**src/design/crf_pkg.sv**
```systemverilog
// constants, types and carriers for the core register, stack and flag block
package crf_pkg;

  // ****************************************************
  // widths and sizes
  // ****************************************************
  localparam int PC_WIDTH    = 12;
  localparam int DATA_WIDTH  = 8;
  localparam int STACK_DEPTH = 6;
  localparam int DEPTH_WIDTH = 3;
  localparam int MODE_COUNT  = 3;

  // ****************************************************
  // data-space addresses
  // ****************************************************
  localparam logic [7:0] ADDR_FIRST_POINTER        = 8'h80;
  localparam logic [7:0] ADDR_SECOND_POINTER       = 8'h81;
  localparam logic [7:0] ADDR_FIRST_SHORT_DIRECT   = 8'h82;
  localparam logic [7:0] ADDR_SECOND_SHORT_DIRECT  = 8'h83;
  localparam logic [7:0] ADDR_ACCUMULATOR          = 8'hFF;

  // ****************************************************
  // reset values, full depth and counter step
  // ****************************************************
  localparam logic [7:0]  RESET_DATA      = 8'h00;
  localparam logic [11:0] RESET_PC        = 12'h000;
  localparam logic        RESET_FLAG      = 1'b0;
  localparam logic [2:0]  RESET_DEPTH     = 3'h0;
  localparam logic [2:0]  FULL_DEPTH      = 3'h6;
  localparam logic [11:0] PC_STEP         = 12'h001;

  // ****************************************************
  // types
  // ****************************************************
  typedef enum logic [1:0] {
    MODE_NORMAL,
    MODE_IRQ,
    MODE_NMI
  } crf_mode_type;

  typedef enum logic [3:0] {
    PC_HOLD,
    PC_INC,
    PC_JUMP,
    PC_CALL,
    PC_REL,
    PC_INT,
    PC_NMI,
    PC_RESET_VEC,
    PC_RET,
    PC_INTERRUPT_EXIT_INSTRUCTION
  } crf_pc_op_type;

  typedef struct packed {
    crf_pc_op_type op;
    logic [11:0]   target;
    logic [7:0]    offset;
  } crf_pc_req_type;

  typedef struct packed {
    logic       upd_carry;
    logic       carry;
    logic       upd_zero;
    logic [7:0] result;
  } crf_flag_req_type;

  typedef struct packed {
    logic       rd;
    logic       wr;
    logic [7:0] addr;
    logic [7:0] wdata;
  } crf_dsp_req_type;

endpackage
```
**src/design/crf_core_regs.sv**
```systemverilog
// programmer-visible core state: data registers, counter, flags, return stack
`timescale 1ns/1ns
`default_nettype none
module crf_core_regs #(
  parameter logic [11:0] RESET_VECTOR = 12'h000,
  parameter int          BANK_WIDTH   = 2
) (
  input  wire logic                      mclk,
  input  wire logic                      rst,
  input  wire crf_pkg::crf_dsp_req_type  dsp_req,
  output logic [7:0]                     dsp_rdata,
  output logic                           dsp_hit,
  input  wire logic                      acc_we,
  input  wire logic [7:0]                acc_wdata,
  input  wire crf_pkg::crf_pc_req_type   pc_req,
  input  wire logic [11:0]               int_vector,
  input  wire logic [11:0]               nmi_vector,
  input  wire logic                      bank_we,
  input  wire logic [BANK_WIDTH-1:0]     bank_wdata,
  input  wire crf_pkg::crf_flag_req_type flag_req,
  output logic [7:0]                     accumulator,
  output logic [7:0]                     first_pointer,
  output logic [7:0]                     second_pointer,
  output logic [7:0]                     first_short_direct,
  output logic [7:0]                     second_short_direct,
  output logic [11:0]                    pc,
  output logic [BANK_WIDTH-1:0]          program_bank,
  output logic                           carry_flag,
  output logic                           zero_flag,
  output crf_pkg::crf_mode_type          mode,
  output logic [2:0]                     stack_depth
);

  // ****************************************************
  // declarations
  // ****************************************************
  logic [11:0]           ret_stack  [crf_pkg::STACK_DEPTH];
  crf_pkg::crf_mode_type mode_stack [crf_pkg::STACK_DEPTH];
  logic [11:0]           next_pc;
  crf_pkg::crf_mode_type next_mode;
  logic                  push;
  logic                  pop;
  logic                  stack_empty;
  logic [2:0]            mode_sel;
  logic [2:0]            pair_carry;
  logic [2:0]            pair_zero;
  logic [2:0]            pair_next_carry;
  logic [2:0]            pair_next_zero;
  logic [11:0]           rel_target;
  logic                  result_zero;
  logic [1:0]            next_idx;
  logic [1:0]            cur_idx;

  // ****************************************************
  // data-space registers
  // ****************************************************
  // the core's own accumulator write wins over a data-space write
  always_ff @(posedge mclk) begin
    if (rst) begin
      accumulator <= crf_pkg::RESET_DATA;
    end else if (acc_we) begin
      accumulator <= acc_wdata;
    end else if (dsp_req.wr && dsp_req.addr == crf_pkg::ADDR_ACCUMULATOR) begin
      accumulator <= dsp_req.wdata;
    end
  end

  always_ff @(posedge mclk) begin
    if (rst) begin
      first_pointer       <= crf_pkg::RESET_DATA;
      second_pointer      <= crf_pkg::RESET_DATA;
      first_short_direct  <= crf_pkg::RESET_DATA;
      second_short_direct <= crf_pkg::RESET_DATA;
    end else if (dsp_req.wr) begin
      case (dsp_req.addr)
        crf_pkg::ADDR_FIRST_POINTER: begin
          first_pointer <= dsp_req.wdata;
        end
        crf_pkg::ADDR_SECOND_POINTER: begin
          second_pointer <= dsp_req.wdata;
        end
        crf_pkg::ADDR_FIRST_SHORT_DIRECT: begin
          first_short_direct <= dsp_req.wdata;
        end
        crf_pkg::ADDR_SECOND_SHORT_DIRECT: begin
          second_short_direct <= dsp_req.wdata;
        end
        default: begin
        end
      endcase
    end
  end

  // read data shows register contents before any same-cycle write
  always_ff @(posedge mclk) begin
    if (rst) begin
      dsp_rdata <= crf_pkg::RESET_DATA;
      dsp_hit   <= 1'b0;
    end else if (dsp_req.rd) begin
      dsp_hit <= 1'b1;
      case (dsp_req.addr)
        crf_pkg::ADDR_FIRST_POINTER:       dsp_rdata <= first_pointer;
        crf_pkg::ADDR_SECOND_POINTER:      dsp_rdata <= second_pointer;
        crf_pkg::ADDR_FIRST_SHORT_DIRECT:  dsp_rdata <= first_short_direct;
        crf_pkg::ADDR_SECOND_SHORT_DIRECT: dsp_rdata <= second_short_direct;
        crf_pkg::ADDR_ACCUMULATOR:         dsp_rdata <= accumulator;
        default: begin
          dsp_rdata <= crf_pkg::RESET_DATA;
          dsp_hit   <= 1'b0;
        end
      endcase
    end else begin
      dsp_hit <= 1'b0;
    end
  end

  // ****************************************************
  // program counter and bank
  // ****************************************************
  always_comb begin
    rel_target  = pc + {{4{pc_req.offset[7]}}, pc_req.offset};
    stack_empty = (stack_depth == crf_pkg::RESET_DEPTH);
    push        = (pc_req.op == crf_pkg::PC_CALL) || (pc_req.op == crf_pkg::PC_INT) ||
                  (pc_req.op == crf_pkg::PC_NMI);
    pop         = ((pc_req.op == crf_pkg::PC_RET) || (pc_req.op == crf_pkg::PC_INTERRUPT_EXIT_INSTRUCTION)) && !stack_empty;
    case (pc_req.op)
      crf_pkg::PC_HOLD:      next_pc = pc;
      crf_pkg::PC_INC:       next_pc = pc + crf_pkg::PC_STEP;
      crf_pkg::PC_JUMP:      next_pc = pc_req.target;
      crf_pkg::PC_CALL:      next_pc = pc_req.target;
      crf_pkg::PC_REL:       next_pc = rel_target;
      crf_pkg::PC_INT:       next_pc = int_vector;
      crf_pkg::PC_NMI:       next_pc = nmi_vector;
      crf_pkg::PC_RESET_VEC: next_pc = RESET_VECTOR;
      crf_pkg::PC_RET, crf_pkg::PC_INTERRUPT_EXIT_INSTRUCTION: begin
        // empty stack: fall through to the following instruction
        next_pc = stack_empty ? pc + crf_pkg::PC_STEP : ret_stack[0];
      end
      default:               next_pc = pc + crf_pkg::PC_STEP;
    endcase
  end

  always_ff @(posedge mclk) begin
    if (rst) begin
      pc <= RESET_VECTOR;
    end else begin
      pc <= next_pc;
    end
  end

  always_ff @(posedge mclk) begin
    if (rst) begin
      program_bank <= '0;
    end else if (bank_we) begin
      program_bank <= bank_wdata;
    end
  end

  // ****************************************************
  // return stack with recorded modes
  // ****************************************************
  // no read port to data space; only counter and mode leave it
  always_ff @(posedge mclk) begin
    if (rst) begin
      for (int i = 0; i < crf_pkg::STACK_DEPTH; i++) begin
        ret_stack[i]  <= crf_pkg::RESET_PC;
        mode_stack[i] <= crf_pkg::MODE_NORMAL;
      end
    end else if (push) begin
      for (int i = crf_pkg::STACK_DEPTH - 1; i > 0; i--) begin
        ret_stack[i]  <= ret_stack[i-1];
        mode_stack[i] <= mode_stack[i-1];
      end
      ret_stack[0]  <= pc;
      mode_stack[0] <= mode;
    end else if (pop) begin
      for (int i = 0; i < crf_pkg::STACK_DEPTH - 1; i++) begin
        ret_stack[i]  <= ret_stack[i+1];
        mode_stack[i] <= mode_stack[i+1];
      end
    end
  end

  always_ff @(posedge mclk) begin
    if (rst) begin
      stack_depth <= crf_pkg::RESET_DEPTH;
    end else if (push && stack_depth != crf_pkg::FULL_DEPTH) begin
      stack_depth <= stack_depth + 3'h1;
    end else if (pop) begin
      stack_depth <= stack_depth - 3'h1;
    end
  end

  // ****************************************************
  // mode and flags
  // ****************************************************
  always_comb begin
    case (pc_req.op)
      crf_pkg::PC_INT:  next_mode = crf_pkg::MODE_IRQ;
      crf_pkg::PC_NMI:  next_mode = crf_pkg::MODE_NMI;
      crf_pkg::PC_INTERRUPT_EXIT_INSTRUCTION: next_mode = pop ? mode_stack[0] : mode;
      default:          next_mode = mode;
    endcase
  end

  always_ff @(posedge mclk) begin
    if (rst) begin
      mode <= crf_pkg::MODE_NMI;
    end else begin
      mode <= next_mode;
    end
  end

  always_comb begin
    result_zero = (flag_req.result == 8'h00);
    case (mode)
      crf_pkg::MODE_NORMAL: cur_idx = 2'h0;
      crf_pkg::MODE_IRQ:    cur_idx = 2'h1;
      crf_pkg::MODE_NMI:    cur_idx = 2'h2;
      default:              cur_idx = 2'h0;
    endcase
    case (next_mode)
      crf_pkg::MODE_NORMAL: next_idx = 2'h0;
      crf_pkg::MODE_IRQ:    next_idx = 2'h1;
      crf_pkg::MODE_NMI:    next_idx = 2'h2;
      default:              next_idx = 2'h0;
    endcase
    mode_sel          = 3'h0;
    mode_sel[cur_idx] = 1'b1;
  end

  for (genvar g = 0; g < crf_pkg::MODE_COUNT; g++) begin : g_pair
    crf_flag_pair u_pair (
      .mclk       (mclk),
      .rst        (rst),
      .sel        (mode_sel[g]),
      .upd_carry  (flag_req.upd_carry),
      .carry_in   (flag_req.carry),
      .upd_zero   (flag_req.upd_zero),
      .zero_in    (result_zero),
      .carry      (pair_carry[g]),
      .zero       (pair_zero[g]),
      .next_carry (pair_next_carry[g]),
      .next_zero  (pair_next_zero[g])
    );
  end

  // active flags follow the pair of the mode in force next cycle
  always_ff @(posedge mclk) begin
    if (rst) begin
      carry_flag <= crf_pkg::RESET_FLAG;
      zero_flag  <= crf_pkg::RESET_FLAG;
    end else begin
      carry_flag <= pair_next_carry[next_idx];
      zero_flag  <= pair_next_zero[next_idx];
    end
  end

  // ****************************************************
  // checks
  // ****************************************************
  reset_nmi_mode_a : assert property (@(posedge mclk) $fell(rst) |-> mode == crf_pkg::MODE_NMI)
    else $error("mode after reset is not nmi");

  pc_increment_a : assert property (@(posedge mclk) disable iff (rst)
    pc_req.op == crf_pkg::PC_INC |=> pc == 12'($past(pc) + 12'h001))
    else $error("counter did not step by one");

  call_push_a : assert property (@(posedge mclk) disable iff (rst)
    pc_req.op == crf_pkg::PC_CALL |=> ret_stack[0] == $past(pc) && pc == $past(pc_req.target))
    else $error("call did not push and load target");

  ret_pop_a : assert property (@(posedge mclk) disable iff (rst)
    pc_req.op == crf_pkg::PC_RET && stack_depth != 3'h0
    |=> pc == $past(ret_stack[0]) && stack_depth == 3'($past(stack_depth) - 3'h1))
    else $error("return did not pop level one");

  depth_saturate_a : assert property (@(posedge mclk) disable iff (rst)
    stack_depth == 3'h6 && pc_req.op == crf_pkg::PC_CALL |=> stack_depth == 3'h6)
    else $error("stack depth passed six");

  empty_return_a : assert property (@(posedge mclk) disable iff (rst)
    pc_req.op == crf_pkg::PC_INTERRUPT_EXIT_INSTRUCTION && stack_depth == 3'h0
    |=> pc == 12'($past(pc) + 12'h001) && stack_depth == 3'h0 && mode == $past(mode))
    else $error("exit on empty stack misbehaved");

  irq_entry_a : assert property (@(posedge mclk) disable iff (rst)
    pc_req.op == crf_pkg::PC_INT |=> mode == crf_pkg::MODE_IRQ && mode_stack[0] == $past(mode))
    else $error("interrupt entry did not switch mode");

  interrupt_exit_instruction_restore_a : assert property (@(posedge mclk) disable iff (rst)
    pc_req.op == crf_pkg::PC_INTERRUPT_EXIT_INSTRUCTION && stack_depth != 3'h0 |=> mode == $past(mode_stack[0]))
    else $error("interrupt exit did not restore mode");

  zero_result_a : assert property (@(posedge mclk) disable iff (rst)
    flag_req.upd_zero && pc_req.op == crf_pkg::PC_INC |=> zero_flag == ($past(flag_req.result) == 8'h00))
    else $error("zero flag does not match result");

  acc_read_a : assert property (@(posedge mclk) disable iff (rst)
    dsp_req.rd && dsp_req.addr == 8'hFF |=> dsp_hit && dsp_rdata == $past(accumulator))
    else $error("accumulator read mismatch");

  acc_core_wins_a : assert property (@(posedge mclk) disable iff (rst)
    acc_we |=> accumulator == $past(acc_wdata))
    else $error("core accumulator write was lost");

  pointer_write_a : assert property (@(posedge mclk) disable iff (rst)
    dsp_req.wr && dsp_req.addr == 8'h81 |=> second_pointer == $past(dsp_req.wdata))
    else $error("second pointer write was lost");

  short_write_a : assert property (@(posedge mclk) disable iff (rst)
    dsp_req.wr && dsp_req.addr == 8'h82 |=> first_short_direct == $past(dsp_req.wdata))
    else $error("first short-direct write was lost");

  bank_write_a : assert property (@(posedge mclk) disable iff (rst)
    bank_we |=> program_bank == $past(bank_wdata))
    else $error("bank write was lost");

  jump_load_a : assert property (@(posedge mclk) disable iff (rst)
    pc_req.op == crf_pkg::PC_JUMP |=> pc == $past(pc_req.target))
    else $error("jump did not load target");

  rel_back_a : assert property (@(posedge mclk) disable iff (rst)
    pc_req.op == crf_pkg::PC_REL && pc_req.offset[7]
    |=> pc == 12'($past(pc) - {4'h0, 8'(8'h00 - $past(pc_req.offset))}))
    else $error("backward branch target wrong");

  rel_fwd_a : assert property (@(posedge mclk) disable iff (rst)
    pc_req.op == crf_pkg::PC_REL && !pc_req.offset[7] |=> pc == 12'($past(pc) + {4'h0, $past(pc_req.offset)}))
    else $error("forward branch target wrong");

  nmi_entry_a : assert property (@(posedge mclk) disable iff (rst)
    pc_req.op == crf_pkg::PC_NMI |=> mode == crf_pkg::MODE_NMI && pc == $past(nmi_vector))
    else $error("nmi entry did not switch mode");

  idle_pair_keep_a : assert property (@(posedge mclk) disable iff (rst)
    !mode_sel[0] |=> pair_carry[0] == $past(pair_carry[0]) && pair_zero[0] == $past(pair_zero[0]))
    else $error("idle flag pair changed");

  carry_update_a : assert property (@(posedge mclk) disable iff (rst)
    flag_req.upd_carry && pc_req.op == crf_pkg::PC_INC |=> carry_flag == $past(flag_req.carry))
    else $error("carry flag does not follow update");

  reset_vector_a : assert property (@(posedge mclk) disable iff (rst)
    pc_req.op == crf_pkg::PC_RESET_VEC |=> pc == RESET_VECTOR)
    else $error("reset vector not loaded");

  depth_bound_a : assert property (@(posedge mclk) disable iff (rst) stack_depth <= 3'h6)
    else $error("stack depth out of range");

endmodule
`default_nettype wire

```
**src/design/crf_flag_pair.sv**
```systemverilog
// one carry/zero flag pair, updated only while its mode is selected
`timescale 1ns/1ns
`default_nettype none
module crf_flag_pair (
  input  wire logic mclk,
  input  wire logic rst,
  input  wire logic sel,
  input  wire logic upd_carry,
  input  wire logic carry_in,
  input  wire logic upd_zero,
  input  wire logic zero_in,
  output logic      carry,
  output logic      zero,
  output logic      next_carry,
  output logic      next_zero
);

  // unselected pair holds its value untouched
  always_comb begin
    next_carry = (sel && upd_carry) ? carry_in : carry;
    next_zero  = (sel && upd_zero) ? zero_in : zero;
  end

  always_ff @(posedge mclk) begin
    if (rst) begin
      carry <= crf_pkg::RESET_FLAG;
      zero  <= crf_pkg::RESET_FLAG;
    end else begin
      carry <= next_carry;
      zero  <= next_zero;
    end
  end

endmodule
`default_nettype wire

```
**config.mk**
```make
export PLATFORM = sky130hd
export DESIGN_NAME = crf_core_regs
export DESIGN_NICKNAME = d
export VERILOG_FILES = /design/src/design/crf_pkg.sv /design/src/design/crf_core_regs.sv /design/src/design/crf_flag_pair.sv
export SDC_FILE = /design/constraint.sdc
export NUM_CORES = 1
export LEC_CHECK = 0
export ABC_AREA = 1
export BUFFER_PORTS_ARGS = -buffer_cell sky130_fd_sc_hd__buf_4
export CELL_PAD_IN_SITES_DETAIL_PLACEMENT = 2
export CELL_PAD_IN_SITES_GLOBAL_PLACEMENT = 2
export CORE_ASPECT_RATIO = 1.25
export CORE_MARGIN = 3
export CORE_UTILIZATION = 30
export CTS_CLUSTER_DIAMETER = 150
export DETAILED_ROUTE_END_ITERATION = 10
export GPL_TIMING_DRIVEN = 0
export PLACE_DENSITY = 0.85
export RECOVER_POWER = 25
export SYNTH_ARGS = -nofsm -noshare
export SYNTH_HDL_FRONTEND = slang
export SYNTH_HIERARCHICAL = 1
export SYNTH_SLANG_ARGS = --single-unit
export TNS_END_PERCENT = 20
```
**constraint.sdc**
```tcl
create_clock -name mclk -period 3.5 [get_ports mclk]
set_input_delay 0.175 -clock mclk [delete_from_list [all_inputs] [get_ports mclk]]
set_output_delay 0.175 -clock mclk [all_outputs]
set_load 0.05 [all_outputs]
```
Word level (Yosys, flattened, before mapping)
Memories as Yosys holds them, arrays and structs flattened. Index checks and enable logic that the tools add are counted.

Add/subtract/negate cells: 4. $lt $le $gt $ge: 3. Equal/unequal tests: 18. Mux-type cells: 55. Bitwise operators: 23. Reductions and logical operators: 27.

Operators with widths (number): $mux 12 (12); $pmux 12 s7 (1); $eq 8x8->1 const B (5); $pmux 8 s5 (1); $mux 2 (12); $or 1x1->1 (22); $mux 1 (19); $eq 4x3->1 const B (4); $mux 8 (2); $add 12x1->12 const B (1); $add 12x12->12 (1); $logic_and 1x1->1 (10); $eq 4x2->1 const B (2); $eq 4x4->1 const B (2); $logic_not 8->1 (1); $pmux 2 s2 (2); $reduce_and 2->1 (4); $lt 2x3->1 const B (2); $mux 3 (2); $pmux 2 s3 (1); $reduce_or 2->1 (3); $reduce_or 5->1 (1); $bmux 1 s2 (2); $eq 2x1->1 const B (2); other kinds (12) (16).

Register bits after elaboration: 76. Bits in writable memories: 84. Output and inout port bits: 70. Word-level logic and storage cells: 151. Memories kept: 2.

Memory list: ret_stack (words 6, width 12, rd ports 6, clocked after Yosys merged registers in 0, write ports 6, RTL line crf_core_regs.sv:37) `logic [11:0] ret_stack [crf_pkg::STACK_DEPTH];`; mode_stack (words 6, width 2, rd ports 6, clocked after Yosys merged registers in 0, write ports 6, RTL line crf_core_regs.sv:38) `crf_pkg::crf_mode_type mode_stack [crf_pkg::STACK_DEPTH];`.

Longest topological paths before layout
Depth in word-level cells: 10. Depth in mapped cells: 15. Mapped depth without buffers: 15.

Hierarchy
Netlist, hierarchy kept.

By module, submodules not included: crf_core_regs (instances 1, cells an instance 996, area an instance 8269.2 µm²); crf_flag_pair (instances 3, cells an instance 18, area an instance 102.6 µm²).

Worst setup path after synthesis
No wires, ideal clock.

Path kind: register to register. From: register stack_depth[0]. To: memory mode_stack[0][0] (netlist name) (enable). Library setup time: 0.907 ns. Arrival: 2.648 ns. Required time: 2.593 ns. Setup slack: -0.055 ns. Stages on the path, launching flop included: 5. Path buffers: 0. Clock period less this slack: 3.555 ns. Path through: dfxtp_1 > nor2_1 > nand2_1 > nand2_4 > nand3_1.

RTL lines: start: declaration (RTL line crf_core_regs.sv:31) `output logic [2:0] stack_depth`; start signal: assignment (RTL line crf_core_regs.sv:186) `stack_depth <= crf_pkg::RESET_DEPTH;`; start signal: assignment (RTL line crf_core_regs.sv:188) `stack_depth <= stack_depth + 3'h1;`; start signal: assignment (RTL line crf_core_regs.sv:190) `stack_depth <= stack_depth - 3'h1;`; end: declaration (RTL line crf_core_regs.sv:38).

==> summary.md <==
| Metric | Value |
|---|---|
| Fill cells | 3249 |
| Vias per cell | 5.10 |
| Final WL | 33200 microns |
| Final instance area | 10600 sq um |
| Crit Path Class | input port to register |
| Distinct cells, synth | 42 |
| Number of buffers created by CTS | 17 |
| Setup TNS | 0 ns |
| Top-count cell post-synth | nand2_1 |
| HP Class | input port to register |
| Die area | 30700 sq um |
| Main synth FF type | edfxtp_1 |
| Critical path data arrival time | 2.60 ns |
| Synthesized cell area | 8580 sq um |
| Post-synth EDFFs | 84 |
| DRC | 0 |
| Nets | 1339 |
| Storage cell area | 4040 sq um |
| Final ANT Viol Nets | 0 |
| Final min period | 2.46 ns |
| Std cell rows | 68 |
| Routed len/inst | 20.8 microns |
| Worst Setup End Kind | register |
| Core area | 27900 sq um |
| # setup viols final | 0 |
| Antenna diodes | 0 |
| R2R Setup Slk | 1.09 ns |
| Io pins | 161 |
| Later-pin clock latency in the skew report | 0.43 ns |
| Routability cong. | 0.863 |
| Total grt overflow | 0 |
| Largest net degree at the start of global routing | 47 |
| Post-CTS resize count | 0 |
| RSZ-0062 raised after global routing | no |
| Global-route wire length before repair | 52400 microns |
| Worst Skew | 0.0104 ns |
| Layout cells sized above 1 | 17.7% |
| Iter 0 DRT Violations | 346 |
| Commonest cells post-synth | nand2_1, inv_1, nor2_1 |
| Leak | 4.46 nW |
| Initial antenna violation count | 0 |
| Top post-synthesis cells by area | edfxtp_1, dfxtp_1, nand2_1, inv_1, o22ai_2 |
| Max_cap viols | 0 |
| Initial Util | 30.7% |
| Syn avg cell area | 8.17 sq um |
| Die width | 157 microns |
| Hold_ws | 0.0293 ns |
| Worst-Margin Slew | 0.818 ns |
| Vias in the first global route | 9385 |
| CTS Hold Bufs | 2 |
| Port Buffers | 160 |
| Worst EP required | 3.65 ns |
| Cell Pwr Density | 462 nW/um^2 |
| Die height | 195 microns |
| Synth Register Bits | 160 |
| Clock transition at the registers of the reported paths | 0.06 ns |
| Mapped Cells | 1050 |
| Hpwl dp | 25200 microns |
| Slew HR | 45.5% |
| Run status | complete, no violations |
| Asr flop ratio synth | 0% |
| Synth area leader | edfxtp_1 |
| Combined area of the multi-input logic cells | 3610 sq um |
| Clock Sink Count | 160 |
| Max-slew violation count | 0 |
| Vias after detailed routing | 8136 |
| Worst vdd ir | 0.335 mV |
| H-tree depth | 4 |
| Post-synth top area share | 29.4% |
| Total power | 4.90 mW |
| Synth Warn # | 6 |
| Area growth from synthesis to layout | 23.5% |
| Sequential-to-total area share from yosys stat | 47.1% |
| Clock Tree Buf Depth | 2 |
| Placed inst area | 10300 sq um |
| Max FO, Critical Path | 46 |
| Post-CTS Setup Bufs | 0 |
| Startpoint Class | input port |
| Root buffer cell | clkbuf_16 |
| Hold Vio Cnt, Final | 0 |
| DR pass1 iterations | 5 |
| Final Cycle Share | 70.2% |
| Peak Freq | 0.407 GHz |
| All-layer global routing usage | 21.9% |
| CTS tree | yes |
| Post-synth net total | 1157 |
==> per-stage QoR <==
stage	std cells	worst slack [ns]	utilization (%)
after CTS	1595	1.06	38.9
after global placement	1560	-0.202	36.6
after global routing	1595	0.809	38.0
after floorplan	1050	0.844	-
final	1595	1.04	38.0
after detailed placement	1561	0.885	36.8
==> metal layers <==
| metal | part of all wire, % | vias up | wire [microns] | track usage, % |
|---|---|---|---|---|
| met5 | 0 | - | 0 | 0 |
| met4 | 2.0 | 0 | 652 | 5.56 |
| met3 | 4.7 | 33 | 1560 | 4.90 |
| met2 | 53 | 165 | 17700 | 40.4 |
| met1 | 40 | 4093 | 13300 | 25.4 |
| li1 | - | 3845 | - | - |
==> flip-flops by register name, summed over array words and instances, names as in the netlist <==
register and cells:
first_pointer 8, program_bank 2, dsp_rdata 8, g_pair.u_pair/carry 3, zero_flag 1, second_short_direct 8, pc 12, carry_flag 1
dsp_hit 1, ret_stack 72, g_pair.u_pair/zero 3, stack_depth 3, mode_stack 12, second_pointer 8, first_short_direct 8, accumulator 8
mode 2
==> cells in the final DEF (no fill, tap or decap), types with 5 or more instances in the layout <==
master       n
nand3_1     62
o21ai_0     81
nand2_1    226
inv_4        5
nor2_2       6
inv_2       10
clkbuf_1    79
inv_1      173
buf_4      101
nand4_1      9
a31oi_1     10
edfxtp_1    84
ha_1        14
clkbuf_16   19
o22ai_1      6
dfxtp_1     76
nor3_1      17
buf_2        6
o21ai_1     19
buf_6        9
o22ai_2     45
a21oi_1     55
nor2_1      86
==> worst paths after layout <==
check | to | cells past startpoint | startpoint
worst max-delay path | ret_stack[3][3]$_SDFFCE_PN0P_ | 7 | rst
worst min-delay path | accumulator[5]$_SDFFE_PP0P_ | 3 | acc_wdata[5]
worst max register to register | pc[10]$_SDFFE_PP0P_ | 15 | pc[0]$_SDFFE_PP0P_
worst min register to register | first_short_direct[1]$_SDFFE_PP0P_ | 2 | first_short_direct[1]$_SDFFE_PP0P_
==> worst max-delay path, cell delays in order <==
cell      delay (ns)
clkbuf_1        0.60
inv_1           0.30
nand2_1         0.19
buf_2           0.28
buf_4           0.27
nand3_4         0.37
buf_16          0.37
==> cell families (layout without fill, tap and decap cells) <==
logic type                 count (synthesis)  count (layout)  synth area share [%]
DFF                                      160             160                  47.1
buffers and inverters                    218             413                  10.7
and+or+nand+nor                          422             422                  21.1
adders and majority gates                 16              16                  2.51
AOI/OAI and AO/OA                        229             229                  18.1
xor gates and xnor gates                   5               5                 0.511
==> power breakdown <==
part	internal [mW]	switching, mW	leakage (nW)	total (mW)
clock	1.07	0.822	0.291	1.90
sequential	2.09	0.0858	1.50	2.18
combinational	0.257	0.566	2.67	0.824
==> cell type report <==
class / instances / share of cell area (%)
inverter: 184 / 6.53
timing repair buffer: 163 / 9.66
tap: 350 / 4.13
sequential: 160 / 38.2
buffer: 34 / 1.98
clock inverter: 10 / 0.874
multi-input combinational: 672 / 34.0
clock buffer: 22 / 4.59
Note: power is estimated with default switching activity, not from simulation.
